===== config.mk =====
export PLATFORM = sky130hd
export DESIGN_NAME = timer_event_counter
export DESIGN_NICKNAME = d
export VERILOG_FILES = /design/src/timer_event_counter_pkg.sv /design/src/timer_event_counter.sv
export SDC_FILE = /design/constraint.sdc
export NUM_CORES = 1
export LEC_CHECK = 0
export ABC_CLOCK_PERIOD_IN_PS = 2980
export BUFFER_PORTS_ARGS = -buffer_cell sky130_fd_sc_hd__buf_4
export CAP_MARGIN = 25
export CORE_UTILIZATION = 57
export DETAILED_ROUTE_END_ITERATION = 6
export PLACE_DENSITY = 0.91
export SLEW_MARGIN = 20
export SYNTH_ARGS = -nofsm -noshare
export SYNTH_HDL_FRONTEND = slang
export SYNTH_SLANG_ARGS = --single-unit

===== constraint.sdc =====
create_clock -name clk -period 2.98 [get_ports clk]
set_input_delay 0.745 -clock clk [delete_from_list [all_inputs] [get_ports clk]]
set_output_delay 0.745 -clock clk [all_outputs]
set_load 0.1 [all_outputs]

===== src/timer_event_counter_pkg.sv =====
// Constants and types shared by the timer and event counter.
package timer_event_counter_pkg;
    localparam int COUNT_WIDTH = 8;
    localparam int PRESCALE_WIDTH = 5;
    localparam int STATES_PER_CYCLE = 10;
    localparam int CLOCKS_PER_STATE = 3;
    localparam int CLOCKS_PER_INSTRUCTION = STATES_PER_CYCLE * CLOCKS_PER_STATE;
    localparam int TICK_WIDTH = 5;
    localparam logic [TICK_WIDTH-1:0] TICK_LAST = 5'h1D;
    localparam logic [PRESCALE_WIDTH-1:0] PRESCALE_RESET = 5'h00;
    localparam logic [COUNT_WIDTH-1:0] COUNT_MAX = 8'hFF;

    typedef enum logic [1:0] {
        MODE_STOPPED = 2'b00,
        MODE_TIMER = 2'b01,
        MODE_EVENT = 2'b10
    } count_mode_t;
endpackage


===== src/timer_event_counter.sv =====
// Eight-bit timer and event counter with prescaler and overflow flag.
`timescale 1ns/10ps
`default_nettype none
////////////////////////////////////////////////////////////////////////////////
module timer_event_counter
    import timer_event_counter_pkg::*;
(
    input wire logic clk,
    input wire logic resetn,
    input wire logic start_timer_instruction,
    input wire logic start_event_count_instruction,
    input wire logic halt_counting_instruction,
    input wire logic load_counter_instruction,
    input wire logic read_counter_instruction,
    input wire logic jump_on_overflow_instruction,
    input wire logic [COUNT_WIDTH-1:0] accumulator,
    input wire logic event_input_pin,
    output logic [COUNT_WIDTH-1:0] read_data,
    output logic overflow_flag,
    output logic jump_taken,
    output logic running_timer,
    output logic running_event
);
    count_mode_t mode;
    logic [TICK_WIDTH-1:0] tick_count;
    logic [PRESCALE_WIDTH-1:0] prescale;
    logic [COUNT_WIDTH-1:0] count;
    logic event_prev;
    logic instruction_tick;
    logic prescale_wrap;
    logic event_fall;
    logic increment;
    logic wrap;

    ////////////////////////////////////////////////////////////////////////////
    // Mode control. Halt wins over a start issued in the same cycle.
    always_ff @(posedge clk) begin
        if (!resetn) begin
            mode <= MODE_STOPPED;
        end else if (halt_counting_instruction) begin
            mode <= MODE_STOPPED;
        end else if (start_timer_instruction) begin
            mode <= MODE_TIMER;
        end else if (start_event_count_instruction) begin
            mode <= MODE_EVENT;
        end
    end

    ////////////////////////////////////////////////////////////////////////////
    // Instruction-cycle divider: one tick every ten states of three clocks.
    assign instruction_tick = (tick_count == TICK_LAST);

    always_ff @(posedge clk) begin
        if (!resetn || start_timer_instruction || instruction_tick) begin
            tick_count <= '0;
        end else begin
            tick_count <= tick_count + 5'h01;
        end
    end

    assign prescale_wrap = instruction_tick && (prescale == 5'h1F);

    always_ff @(posedge clk) begin
        if (!resetn || start_timer_instruction) begin
            prescale <= PRESCALE_RESET;
        end else if (mode == MODE_TIMER && instruction_tick) begin
            prescale <= prescale + 5'h01;
        end
    end

    ////////////////////////////////////////////////////////////////////////////
    // Event edge detector. The pin is taken as synchronous, so one sample
    // register suffices; it runs even while stopped so that starting does not
    // see a stale level as an edge.
    always_ff @(posedge clk) begin
        if (!resetn) begin
            event_prev <= 1'b0;
        end else begin
            event_prev <= event_input_pin;
        end
    end

    assign event_fall = event_prev && !event_input_pin;

    ////////////////////////////////////////////////////////////////////////////
    // Counter. The count has no reset so that it survives one.
    always_comb begin
        unique case (mode)
            MODE_TIMER: increment = prescale_wrap;
            MODE_EVENT: increment = event_fall;
            default: increment = 1'b0;
        endcase
    end

    assign wrap = increment && (count == COUNT_MAX);

    always_ff @(posedge clk) begin
        if (load_counter_instruction) begin
            count <= accumulator;
        end else if (increment) begin
            count <= count + 8'h01;
        end
    end

    // Read capture leaves the counting path untouched.
    always_ff @(posedge clk) begin
        if (!resetn) begin
            read_data <= 8'h00;
        end else if (read_counter_instruction) begin
            read_data <= count;
        end
    end

    ////////////////////////////////////////////////////////////////////////////
    // Overflow flag: a wrap in the test cycle survives the clear.
    always_ff @(posedge clk) begin
        if (!resetn) begin
            overflow_flag <= 1'b0;
        end else if (wrap) begin
            overflow_flag <= 1'b1;
        end else if (jump_on_overflow_instruction) begin
            overflow_flag <= 1'b0;
        end
    end

    always_ff @(posedge clk) begin
        if (!resetn) begin
            jump_taken <= 1'b0;
        end else begin
            jump_taken <= jump_on_overflow_instruction && overflow_flag;
        end
    end

    assign running_timer = (mode == MODE_TIMER);
    assign running_event = (mode == MODE_EVENT);
endmodule
`default_nettype wire


==> impl_metrics.py <==
metrics = {
    "critical_path": {
        "timing.critical_path.arrival_ps": 1270,
        "critical_path_required_ps": 2240,
        "path_max_fanout": 5,
        "crit_end_category": "primary output",
        "critical_path_class": "reg -> out",
        "launching_element_type_of_the_critical_path": "flop",
        "crit_path_top_delay_cell": "sky130_fd_sc_hd__dfxtp_1",
        "cp_slowest_stage_delay_ps": 330,
        "critical_path.cell_chain": "inv_1 -> ha_1 -> buf_4",
    },
    "clock_tree": {
        "postCtsSetupBuffers": 0,
        "clk_pin_slew_ps": 90,
        "tritoncts": "done",
        "cts_buffers": 5,
        "cts_hold_buffers": 0,
        "clockRootBuffer": "sky130_fd_sc_hd__clkbuf_4",
        "clock-sinks": 31,
        "worst_skew_pair.late_latency_ps": 340,
        "cts-root-to-sink-buffers": 2,
        "ctsHtreeMaxLevel": 2,
        "ctsResizeCount": 0,
    },
    "timing": {
        "finalHoldViolations": 0,
        "pin_slew_with_the_least_headroom_to_its_limit_ps": 356,
        "setup_repair_after_global_routing_missed_its_margin": "false",
        "min_period_over_period": 0.676,
        "final.setup_skew_ps": 15.9,
        "setup_viol": 0,
        "relSlewSlack": 0.763,
        "timing_max_transition_violations_final": 0,
        "final.setup.tns_ps": 0,
        "finalCriticalPeriod_ps": 2020,
        "maxClockFrequency_ghz": 0.496,
    },
    "synthesis": {
        "synth.top_cells.by_area": "sky130_fd_sc_hd__dfxtp_1 32%, sky130_fd_sc_hd__edfxtp_1 17%, sky130_fd_sc_hd__ha_1 6.1%",
        "synth_edf_count": 8,
        "yosys-top-cells-count": "23 x sky130_fd_sc_hd__dfxtp_1, 12 x sky130_fd_sc_hd__nor2b_1, 11 x sky130_fd_sc_hd__nand2_1, 11 x sky130_fd_sc_hd__nand3_1, 10 x sky130_fd_sc_hd__o21ai_0",
        "syn_area_sq_um": 1430,
        "yosysTopAreaCell": "sky130_fd_sc_hd__dfxtp_1",
        "synth_warnings": 0,
        "yosys_most_used_dff": "sky130_fd_sc_hd__dfxtp_1",
        "ys_types": 32,
        "synth_top_cell_area_share": 0.323,
        "postSynth.asyncResetShare": 0,
        "yosys.cell_count.top_type": "sky130_fd_sc_hd__dfxtp_1",
        "synth.net_count": 166,
        "ys_ff_latch": 31,
        "syn-mean-instance-area_sq_um": 10.0,
        "post_synth_inst_count": 142,
        "synth-seq-area-share": 0.491,
    },
    "finish": {
        "num-nets-final": 197,
        "final_core_util": 0.761,
        "n_antenna_cell": 0,
        "drive_above_1_share": 0.218,
        "stdcell_area_sq_um": 1730,
        "layout.filler_cells": 154,
        "area.growth.synth_to_final_pct": 21.4,
    },
    "routing": {
        "antenna_left": 0,
        "drt-vias-per-instance": 5.55,
        "drt-initial-drc-count": 26,
        "vias": 1121,
        "wl_per_cell_um": 14.8,
        "finalWirelength_um": 2990,
        "route.detailed.drc": 0,
        "drt_pass1_iterations": 4,
    },
    "global_routing": {
        "met1_usage": 0.283,
        "grt_max_degree": 20,
        "busiest_layer": "met2",
        "grt_pass1_vias": 1072,
        "grt.met3_usage": 0.0848,
        "grt-ovfl-total": 0,
        "grt_pass1_wl_um": 4710,
        "grt_antenna_before_repair": 0,
        "gr_met2_demand_resource": 0.423,
        "grt.total_usage": 0.249,
    },
    "placement": {
        "placed_instance_area_sq_um": 1660,
        "dpl.hpwl_um": 2150,
        "gp_congestion": 0.794,
        "placement.io_buffers": 28,
    },
    "power": {
        "vdd_ir_drop_max_v": 0.000480,
        "power.density_cell_area_nw_per_um2": 544,
        "p_total_uw": 942,
        "power_leakage_nw": 0.736,
    },
    "floorplanning": {
        "boundaryPins": 29,
        "fp-row-count": 17,
        "starting_density_of_the_core": 0.627,
        "placeable_area_sq_um": 2280,
        "die_w_um": 52.0,
        "fp.dieH_um": 52.0,
        "die-area_sq_um": 2710,
    },
    "outcome": {
        "outcome": "finished, final reports clean",
    },
    "run": {
        "max_capacitance_violation_total": 0,
    },
    "worst_hold_path": {
        "min-delay-path-class": "reg -> reg",
    },
}
-- layout by cell type, fill, tap and decap left out --
master	netlist	final
sky130_fd_sc_hd__and3_1	2	2
sky130_fd_sc_hd__bufinv_16	0	1
sky130_fd_sc_hd__or4_1	4	4
sky130_fd_sc_hd__nand2b_1	3	3
sky130_fd_sc_hd__nor2b_1	12	12
sky130_fd_sc_hd__dfxtp_1	23	23
sky130_fd_sc_hd__o22ai_1	1	1
sky130_fd_sc_hd__clkbuf_4	0	5
sky130_fd_sc_hd__nor2_1	5	5
sky130_fd_sc_hd__o31ai_1	1	1
sky130_fd_sc_hd__mux2i_1	8	8
sky130_fd_sc_hd__nand4_4	1	1
sky130_fd_sc_hd__a41oi_1	1	1
sky130_fd_sc_hd__clkinv_2	0	1
sky130_fd_sc_hd__xor2_1	3	3
sky130_fd_sc_hd__a21oi_1	5	5
sky130_fd_sc_hd__nor4bb_1	1	1
sky130_fd_sc_hd__and2_1	1	1
sky130_fd_sc_hd__a211oi_1	1	1
sky130_fd_sc_hd__buf_4	0	28
sky130_fd_sc_hd__or3_1	2	2
sky130_fd_sc_hd__o41ai_1	1	1
sky130_fd_sc_hd__nand2_1	11	11
sky130_fd_sc_hd__and4_2	1	1
sky130_fd_sc_hd__nand4_1	1	1
sky130_fd_sc_hd__nand3_1	11	11
sky130_fd_sc_hd__clkinv_1	0	1
sky130_fd_sc_hd__nor3b_1	1	1
sky130_fd_sc_hd__o21ai_0	10	10
sky130_fd_sc_hd__o311ai_0	1	1
sky130_fd_sc_hd__mux2_2	1	1
sky130_fd_sc_hd__inv_1	8	8
sky130_fd_sc_hd__xnor2_1	3	3
sky130_fd_sc_hd__ha_1	7	7
sky130_fd_sc_hd__edfxtp_1	8	8
-- registers in the layout, indices dropped and copies added, names as in the netlist --
register and cells:
jump_taken 1, overflow_flag 1, event_prev 1, mode 2, prescale 5, count 8
read_data 8, tick_count 5
-- stage by stage --
| step | std cells | worst slack, ps | hold WS (ps) |
|---|---|---|---|
| finish | 202 | 964 | 493 |
| global placement | 194 | 1150 | 443 |
| detailed placement | 194 | 1100 | 484 |
| CTS | 202 | 945 | 499 |
| floorplan | 142 | 769 | 433 |
| global route | 202 | 874 | 525 |
-- routing by layer --
metal / wire (um) / up-vias
met2: 1550 / 29
met4: 58 / 0
met1: 1220 / 516
met5: 0 / -
met3: 151 / 9
li1: - / 567
-- cell type report --
cell class	instances	area (sq um)	share of cell area
multi-input cells	99	679	0.392
repair buffers	28	210	0.121
inverters	8	30.0	0.0173
well taps	28	35.0	0.0202
clock inverters	3	38.8	0.0224
clock buffers	5	37.5	0.0217
flip-flops and latches	31	701	0.405
-- cell families (layout without fill, tap and decap cells) --
logic type	Yosys count	count (layout)	share of synthesized area
fa+ha+maj	7	7	0.0614
flops	31	31	0.491
compound gates	21	21	0.0860
simple gates	56	56	0.228
buf+inv	12	44	0.0325
mux	9	9	0.0640
xor+xnor	6	6	0.0368
-- final timing paths --
path | endpoint | cells past startpoint | slack (ps) | start
worst min register to register | mode[1] | 2 | 490 | mode[1]
worst max-delay path | running_timer | 3 | 960 | mode[1]
worst min-delay path | mode[1] | 2 | 490 | mode[1]
worst max register to register | count[1] | 5 | 1260 | tick_count[1]
-- critical path, delay by kind of cell, from the launching register on --
kind,cells,cell delay (ps)
flip-flops,1,330
adder cells (fa/ha/maj),1,230
buffers and inverters,2,390
-- power breakdown --
part	switching [mW]	total [mW]	leakage, nW	internal (mW)
Sequential	0.0168	0.470	0.267	0.454
Combinational	0.101	0.150	0.426	0.0491
Clock	0.148	0.321	0.0426	0.172
Total	0.266	0.942	0.736	0.675
Note: power is estimated with default switching activity, not from simulation.
